--- config.mk ---
export PLATFORM = sky130hd
export DESIGN_NAME = adc_conversion_and_output_port
export DESIGN_NICKNAME = d
export VERILOG_FILES = /design/src/adc_port_pkg.sv /design/src/adc_conversion_and_output_port.sv
export VERILOG_INCLUDE_DIRS = /design/src
export SDC_FILE = /design/constraint.sdc
export NUM_CORES = 1
export LEC_CHECK = 0
export ABC_AREA = 1
export BUFFER_PORTS_ARGS = -buffer_cell sky130_fd_sc_hd__buf_2
export CAP_MARGIN = 0
export CORE_MARGIN = 2
export CORE_UTILIZATION = 50
export DETAILED_ROUTE_END_ITERATION = 10
export PLACE_DENSITY = 0.74
export SETUP_SLACK_MARGIN = 0.2
export SYNTH_ARGS = -nofsm -noshare
export SYNTH_HDL_FRONTEND = slang
export SYNTH_SLANG_ARGS = --single-unit
--- constraint.sdc ---
create_clock -name hclk -period 4.15 [get_ports hclk]
set_input_delay 0.415 -clock hclk [delete_from_list [all_inputs] [get_ports hclk]]
set_output_delay 0.415 -clock hclk [all_outputs]
set_load 0.02 [all_outputs]
--- src/adc_port_consts.svh ---
`ifndef ADC_PORT_CONSTS_SVH
`define ADC_PORT_CONSTS_SVH

// register byte offsets on the ahb-lite slave
`define CTRL_OFFSET 8'h00
`define STATUS_OFFSET 8'h04
`define RESULT_OFFSET 8'h08
`define REG_ADDR_BITS 8

// control register fields and reset value
`define CTRL_MODE_LSB 0
`define CTRL_INV_SCLK_BIT 2
`define CTRL_INV_SYNC_BIT 3
`define CTRL_RESET 4'h0

// reset level of the synchronised pins (strobes idle high)
`define PINS_RESET 10'h2C0

// result width and timing
`define RESULT_BITS 16
`define HCLK_PERIOD_NS 50
`define CONV_TIME_NS 1700
`define ACQ_TIME_NS 250
`define CONV_CYCLES ((`CONV_TIME_NS + `HCLK_PERIOD_NS - 1) / `HCLK_PERIOD_NS)
`define ACQ_CYCLES ((`ACQ_TIME_NS + `HCLK_PERIOD_NS - 1) / `HCLK_PERIOD_NS)
`define MSEND_LAST 5'h1F

`endif

--- src/adc_port_pkg.sv ---
package adc_port_pkg;

    // conversion sequencer states
    typedef enum logic [1:0] {
        ST_IDLE,
        ST_CONVERT,
        ST_ACQUIRE,
        ST_MSEND
    } conv_state_e;

    // conversion modes held in the control register
    typedef enum logic [1:0] {
        MODE_WARP,
        MODE_NORMAL,
        MODE_IMPULSE
    } conv_mode_e;

    // pin-side inputs, carried together through the synchroniser
    typedef struct packed {
        logic cnv_n;
        logic pd;
        logic cs_n;
        logic rd_n;
        logic ser;
        logic swap;
        logic ext;
        logic rdc;
        logic coding;
        logic sclk;
    } pins_s;

    // software control fields
    typedef struct packed {
        logic inv_sync;
        logic inv_sclk;
        conv_mode_e mode;
    } ctrl_s;

    // captured ahb address phase
    typedef struct packed {
        logic valid;
        logic write;
        logic [7:0] addr;
    } ahb_req_s;

endpackage : adc_port_pkg
--- src/adc_conversion_and_output_port.sv ---
// Implementation choices: the placing of the registers and register access over AHB-Lite.
`timescale 1ns/1ps
`include "adc_port_consts.svh"
// Summary of operation
// - started conversion never restarts nor aborts, even powered-down
// - convert strobe works regardless of select and read
// - impulse mode: strobe held low self-retriggers after acquisition
// - self-retrigger loop may exceed guaranteed impulse rate
// - warp and normal modes need explicit strobe
// - select OR read high tristates interface outputs
// - serial select low parallel, high serial
// - byte order select swaps result bytes on the parallel bus
// - serial sends 16 bits MSB first
// - internal clock mode drives clock and frame strobe
// - master clock and frame strobe may be inverted
// - read-timing input picks after or during conversion
// - master read-after keeps busy through 16 bits
// - external clock gated by select, read when selected
// - external clock continuous or gapped, either idle level
// - host reads after busy falls, below 10 MHz (half the hclk rate)
// - daisy chain only in slave read-after mode
// - chain bit latched on opposite edge, follows lsb
// - output coding select picks two's complement or binary
// - unfinished slave read at conversion end pulses overrun
module adc_conversion_and_output_port (
    input wire logic hclk,
    input wire logic hresetn,
    input wire logic hsel,
    input wire logic [31:0] haddr,
    input wire logic [1:0] htrans,
    input wire logic hwrite,
    input wire logic [2:0] hsize,
    input wire logic [31:0] hwdata,
    input wire logic hready,
    output logic [31:0] hrdata,
    output logic hreadyout,
    output logic hresp,
    input wire logic convert_strobe_n,
    input wire logic power_down_input,
    input wire logic chip_select_n,
    input wire logic read_strobe_n,
    input wire logic serial_parallel_select,
    input wire logic byte_order_select,
    input wire logic clock_source_select,
    input wire logic read_timing_chain_input,
    input wire logic output_coding_select,
    input wire logic serial_clock_in,
    input wire logic [15:0] sar_code,
    output logic busy,
    output logic [15:0] data_bus_out,
    output logic data_bus_oe_n,
    output logic serial_data_out,
    output logic serial_clock_out,
    output logic frame_sync_out,
    output logic serial_oe_n,
    output logic read_overrun_flag
);

    adc_port_pkg::pins_s pins_raw;
    adc_port_pkg::pins_s pins_meta;
    adc_port_pkg::pins_s pins;
    adc_port_pkg::ctrl_s ctrl;
    adc_port_pkg::ahb_req_s req;
    adc_port_pkg::conv_state_e state;
    logic cnv_prev;
    logic cnv_fall;
    logic [5:0] cnt;
    logic eoc;
    logic acq_end;
    logic conv_start;
    logic impulse;
    logic sel;
    logic sel_prev;
    logic master;
    logic slave;
    logic [15:0] result;
    logic [15:0] coded_new;
    logic [15:0] coded_result;
    logic [15:0] shift_reg;
    logic mtx_active;
    logic [4:0] mtx_cnt;
    logic mtx_done;
    logic sclk_prev;
    logic sclk_idle;
    logic sclk_leave;
    logic sclk_return;
    logic chain_bit;
    logic [4:0] slave_cnt;
    adc_port_pkg::conv_state_e next_after;

    // pin inputs gathered for the two-flop synchroniser
    assign pins_raw = '{cnv_n: convert_strobe_n, pd: power_down_input,
                        cs_n: chip_select_n, rd_n: read_strobe_n,
                        ser: serial_parallel_select,
                        swap: byte_order_select,
                        ext: clock_source_select,
                        rdc: read_timing_chain_input,
                        coding: output_coding_select,
                        sclk: serial_clock_in};

    // synchroniser, plus edge history that reads only the second stage
    always_ff @(posedge hclk or negedge hresetn) begin
        if (!hresetn) begin
            pins_meta <= `PINS_RESET;
            pins <= `PINS_RESET;
            cnv_prev <= 1'b1;
            sclk_prev <= 1'b0;
            sel_prev <= 1'b0;
        end else begin
            pins_meta <= pins_raw;
            pins <= pins_meta;
            cnv_prev <= pins.cnv_n;
            sclk_prev <= pins.sclk;
            sel_prev <= sel;
        end
    end

    // decoded interface modes
    assign sel = !pins.cs_n && !pins.rd_n;
    assign master = pins.ser && !pins.ext;
    assign slave = pins.ser && pins.ext;
    assign impulse = (ctrl.mode == adc_port_pkg::MODE_IMPULSE);
    assign cnv_fall = cnv_prev && !pins.cnv_n;

    // result coding: flip the msb for two's complement
    function automatic logic [15:0] code_of(input logic [15:0] v,
                                            input logic binary);
        code_of = binary ? v : {~v[15], v[14:0]};
    endfunction : code_of

    assign coded_new = code_of(sar_code, pins.coding);
    assign coded_result = code_of(result, pins.coding);

    // sequencer timing events
    assign eoc = (state == adc_port_pkg::ST_CONVERT) &&
                 (cnt == 6'(`CONV_CYCLES - 1));
    assign acq_end = (state == adc_port_pkg::ST_ACQUIRE) &&
                     (cnt == 6'(`ACQ_CYCLES - 1));
    assign conv_start = ((state == adc_port_pkg::ST_IDLE) && cnv_fall &&
                         !pins.pd) || (acq_end && !pins.pd);
    assign next_after = (impulse && !pins.cnv_n) ?
                        adc_port_pkg::ST_ACQUIRE : adc_port_pkg::ST_IDLE;
    assign mtx_done = mtx_active && (mtx_cnt == `MSEND_LAST);

    // conversion sequencer
    always_ff @(posedge hclk or negedge hresetn) begin
        if (!hresetn) begin
            state <= adc_port_pkg::ST_IDLE;
            cnt <= 6'h00;
        end else begin
            case (state)
                adc_port_pkg::ST_IDLE: begin
                    cnt <= 6'h00;
                    if (conv_start) begin
                        state <= adc_port_pkg::ST_CONVERT;
                    end else if (impulse && !pins.cnv_n && !pins.pd) begin
                        state <= adc_port_pkg::ST_ACQUIRE;
                    end
                end
                adc_port_pkg::ST_CONVERT: begin
                    // power-down is not looked at here; the strobe only picks the state after eoc
                    cnt <= cnt + 6'h01;
                    if (eoc) begin
                        cnt <= 6'h00;
                        if (master && !pins.rdc) begin
                            state <= adc_port_pkg::ST_MSEND;
                        end else begin
                            state <= next_after;
                        end
                    end
                end
                adc_port_pkg::ST_ACQUIRE: begin
                    // self-timed acquisition, shorter than a strobe period
                    cnt <= cnt + 6'h01;
                    if (acq_end) begin
                        cnt <= 6'h00;
                        state <= pins.pd ? adc_port_pkg::ST_IDLE :
                                 adc_port_pkg::ST_CONVERT;
                    end
                end
                adc_port_pkg::ST_MSEND: begin
                    cnt <= 6'h00;
                    if (mtx_done) begin
                        state <= next_after;
                    end
                end
                default: begin
                    state <= adc_port_pkg::ST_IDLE;
                    cnt <= 6'h00;
                end
            endcase
        end
    end

    // busy covers conversion and the extended master send
    assign busy = (state == adc_port_pkg::ST_CONVERT) ||
                  (state == adc_port_pkg::ST_MSEND);

    // result latch at end of conversion
    always_ff @(posedge hclk or negedge hresetn) begin
        if (!hresetn) begin
            result <= 16'h0000;
        end else if (eoc) begin
            result <= sar_code;
        end
    end

    // parallel bus data, with byte order select
    always_ff @(posedge hclk or negedge hresetn) begin
        if (!hresetn) begin
            data_bus_out <= 16'h0000;
        end else if (pins.swap) begin
            data_bus_out <= {coded_result[7:0], coded_result[15:8]};
        end else begin
            data_bus_out <= coded_result;
        end
    end

    // output enables (low while driving)
    assign data_bus_oe_n = !(sel && !pins.ser);
    assign serial_oe_n = !(sel && pins.ser);

    // master send counter: two hclk cycles per bit, 16 bits
    always_ff @(posedge hclk or negedge hresetn) begin
        if (!hresetn) begin
            mtx_active <= 1'b0;
            mtx_cnt <= 5'h00;
        end else if ((eoc && master && !pins.rdc) ||
                     (conv_start && master && pins.rdc)) begin
            mtx_active <= 1'b1;
            mtx_cnt <= 5'h00;
        end else if (mtx_done) begin
            mtx_active <= 1'b0;
            mtx_cnt <= 5'h00;
        end else if (mtx_active) begin
            mtx_cnt <= mtx_cnt + 5'h01;
        end
    end

    // master clock high in the second half of each bit, then invert
    assign serial_clock_out = (mtx_active & mtx_cnt[0]) ^
                              ctrl.inv_sclk;
    assign frame_sync_out = mtx_active ^ ctrl.inv_sync;
    assign serial_data_out = shift_reg[15];

    // slave clock pulses: leaving the idle level, then returning to it
    assign sclk_leave = slave && sel && (pins.sclk != sclk_prev) &&
                        (sclk_prev == sclk_idle);
    assign sclk_return = slave && sel && (pins.sclk != sclk_prev) &&
                         (sclk_prev != sclk_idle);

    // idle level of the host clock, taken when the read window opens
    always_ff @(posedge hclk or negedge hresetn) begin
        if (!hresetn) begin
            sclk_idle <= 1'b0;
        end else if (sel && !sel_prev) begin
            sclk_idle <= pins.sclk;
        end
    end

    // chain bit caught on the edge opposite the shifting edge
    always_ff @(posedge hclk or negedge hresetn) begin
        if (!hresetn) begin
            chain_bit <= 1'b0;
        end else if (sclk_leave) begin
            chain_bit <= !busy && pins.rdc;
        end
    end

    // output shifter shared by master and slave modes
    always_ff @(posedge hclk or negedge hresetn) begin
        if (!hresetn) begin
            shift_reg <= 16'h0000;
        end else if (eoc && (slave || (master && !pins.rdc))) begin
            shift_reg <= coded_new;
        end else if (conv_start && master && pins.rdc) begin
            shift_reg <= coded_result;
        end else if (mtx_active && mtx_cnt[0]) begin
            shift_reg <= {shift_reg[14:0], 1'b0};
        end else if (sclk_return) begin
            shift_reg <= {shift_reg[14:0], chain_bit};
        end
    end

    // slave bit count and read overrun pulse
    always_ff @(posedge hclk or negedge hresetn) begin
        if (!hresetn) begin
            slave_cnt <= 5'h00;
            read_overrun_flag <= 1'b0;
        end else begin
            read_overrun_flag <= eoc && slave && (slave_cnt != 5'h00) &&
                                 (slave_cnt < 5'h10);
            if (eoc) begin
                slave_cnt <= 5'h00;
            end else if (sclk_return && (slave_cnt < 5'h10)) begin
                slave_cnt <= slave_cnt + 5'h01;
            end
        end
    end

    // ahb-lite slave: zero wait states, always okay
    assign hreadyout = 1'b1;
    assign hresp = 1'b0;

    // address phase capture and registered read data
    always_ff @(posedge hclk or negedge hresetn) begin
        if (!hresetn) begin
            req <= '0;
            hrdata <= 32'h00000000;
        end else if (hready) begin
            req.valid <= hsel && htrans[1];
            req.write <= hwrite;
            req.addr <= haddr[7:0];
            hrdata <= 32'h00000000;
            if (hsel && htrans[1] && !hwrite) begin
                case (haddr[7:0])
                    `CTRL_OFFSET: hrdata <= {28'h0000000, ctrl};
                    `STATUS_OFFSET: hrdata <= {21'h000000, slave_cnt,
                        pins.ext, pins.ser, state, mtx_active, busy};
                    `RESULT_OFFSET: hrdata <= {16'h0000, result};
                    default: hrdata <= 32'h00000000;
                endcase
            end
        end
    end

    // control register write in the data phase
    always_ff @(posedge hclk or negedge hresetn) begin
        if (!hresetn) begin
            ctrl <= `CTRL_RESET;
        end else if (req.valid && req.write &&
                     (req.addr == `CTRL_OFFSET)) begin
            ctrl <= hwdata[3:0];
        end
    end
endmodule : adc_conversion_and_output_port

==> out/metrics.cfg <==
[critical_path]
start_kind=register
cpLargestDelayFamily=simple AND/OR/NAND/NOR gates
path_cells=inv_1, nand2_1, nor2_2, nand2_4, nand3_2, nand2_1, nor2_1, nor2_1
cp.required_ps=4570
end_kind=register
crit_path_top_delay_cell=nor2_2
cp_num_buf_inv=1
critPathArrivalTime_ps=2750
worstPathMaxFanout=19
critPathMaxStageDelay_ps=630
critical_path_class=register to register

[cells_and_area]
antenna-diode-count=0
layoutNonFillerInstCount=889
nFillCells=903
drive_above_1_share_pct=18.7
utilization_pct=62.4
multi_input_area_mm2=0.00207
finalInstanceArea_mm2=0.00677
areaGrowthSynthToFinish_pct=21.7
regArea_mm2=0.00309
final_nets=843

[synthesis]
synth_edf_count=0
ys_ff_latch=123
yosysTopAreaCell=dfrtp_1
syn_area_mm2=0.00556
ys_warn_count=0
ys.flop_type=dfrtp_1
syn_inst=641
avgSynthCellArea_um2=8.68
async_flop_share_pct=100
synth_top_area_share_pct=52.2
synth_seq_area_share_pct=55.5
yosysUniqueCellTypes=38
netlist_top_cells_count=nand2_1, dfrtp_1, nand3_1
yosys-top-cells-area=dfrtp_1, nand2_1, nand3_1
yosysMostFrequentCell=nand2_1

[floorplan]
placementRows=38
coreArea_mm2=0.0108
start_util_pct=51.3
die_h_um=109
design.die.area_mm2=0.0120
die_w_um=109
num_io_pins=157

[global_route]
grt-ovfl-total=0
antenna_found_initial=0
grtUsageTotal_pct=22.4
grt_start_max_net_pins=50
grt_pass1_vias=4260
grt_pass1_wl_um=20400

[clocking]
cts-buffers-inserted=17
cts_tree=built
clkTransAtPathRegs_ps=60
post_cts_resized=0
clock_path_buffers=2
post-cts-setup-buffers=0
htreeDepth=4
insertion_delay_ps=530
clkSinkCount=123
root_buffer=clkbuf_8

[drt]
vias_per_cell=5.05
avgRoutedWirePerCell_um=14.0
wirelength_um=12500
dr.pass1.iters=5
antenna_left=0
num_vias=4493
drc=0
first_iter_violations=486

[placed_design]
place_hpwl_um=8490
dp_cells=846
placedInstanceArea_mm2=0.00600
io_buffers=82
finalWeightedCongestion=0.880

[timing]
layout_min_cycle_time_ps=2330
slew_headroom_pct=39.8
setup_viol=0
fmax_mhz=429
setup_tns_ps=0
period_share_pct=56.2
fin_skew_ps=6.02
tightest_slew_ps=902
rsz0062_at_grt=false
finalMaxSlewViolations=0
finalHoldViolCount=0

[power_and_ir_drop]
finalPower_w=0.00378
vdd_drop_max_v=0.000366
leakage_nw=3.47
powerDensity_mw_per_mm2=558

[worst_hold_path]
hp-class=input port to register

[flow_run]
cap_viol_max_count=0

[status]
status=finished clean

-- tightest hold or removal path, cell delays in order --
cell and delay [ps]:
buf_2 90, nand2_1 40, nand2_1 60
-- what timing repair did --
item                                    4_1_cts  5_1_grt
hold endpoints to repair                     57        0
endpoints found under the setup margin        0        0
hold buffers                                 11        0
-- metrics by stage --
stage               setup WS (ps)  hold WS [ps]
floorplan                    2540           119
global placement             1870           332
detailed placement           1870           335
CTS                          1840          98.7
global route                 1650           115
finish                       1820           109
-- worst paths after layout --
check,startpoint,endpoint,slack (ps),cells past startpoint
min reg2reg,pins_meta[1]$_DFF_PN0_,pins[1]$_DFF_PN0_,350,0
max reg2reg,pins[3]$_DFF_PN0_,shift_reg[0]$_DFFE_PN0P_,1820,8
min,haddr[1],req[1]$_DFFE_PN0P_,110,3
max,pins[3]$_DFF_PN0_,shift_reg[0]$_DFFE_PN0P_,1820,8
max in group asynchronous,hresetn,pins_meta[6]$_DFF_PN1_,2730,3
min in group asynchronous,hresetn,req[5]$_DFFE_PN0P_,450,2
-- routing by layer --
layer | global-route usage, % | wire [um]
met1 | 30.5 | 5660
met2 | 33.8 | 5780
met3 | 5.69 | 728
met4 | 10.2 | 294
met5 | 0 | 0
-- power by group --
part | switching (W) | internal, W | total (W)
Sequential | 0.000127 | 0.00137 | 0.00149
Clock | 0.000518 | 0.00110 | 0.00162
Combinational | 0.000427 | 0.000243 | 0.000669
-- layout by cell type (no fill, tap or decap), drive strengths merged, types with 5 or more instances in the layout --
master,synthesis,layout
nand2,203,203
dfrtp,116,116
buf,28,85
nand3,67,67
inv,63,63
o21ai,46,46
nor2,35,35
clkbuf,8,22
conb,2,18
a21oi,15,15
dlygate4sd3,0,11
nand4,8,8
o22ai,7,7
ha,7,7
dfstp,7,7
nor3,7,7
xor2,6,6
bufinv,0,5
-- logic make-up after synthesis --
logic type / after synthesis / share of synthesized area [%]
AO/OA/AOI/OAI: 74 / 7.29
XOR/XNOR: 8 / 1.26
adder cells (fa/ha/maj): 7 / 1.57
buffers and inverters: 99 / 8.44
flip-flops: 123 / 55.5
other: 2 / 0.135
AND/OR/NAND/NOR: 328 / 25.8
-- layout make-up --
| cell class | count | area share [%] |
|---|---|---|
| tap | 140 | 2.59 |
| clock inverter | 10 | 2.75 |
| sequential | 123 | 45.6 |
| multi-input combinational | 435 | 30.5 |
| clock buffer | 22 | 6.99 |
| inverter | 63 | 3.49 |
| timing repair buffer | 96 | 8.06 |
No activity file was read; power rests on OpenSTA's default activity.
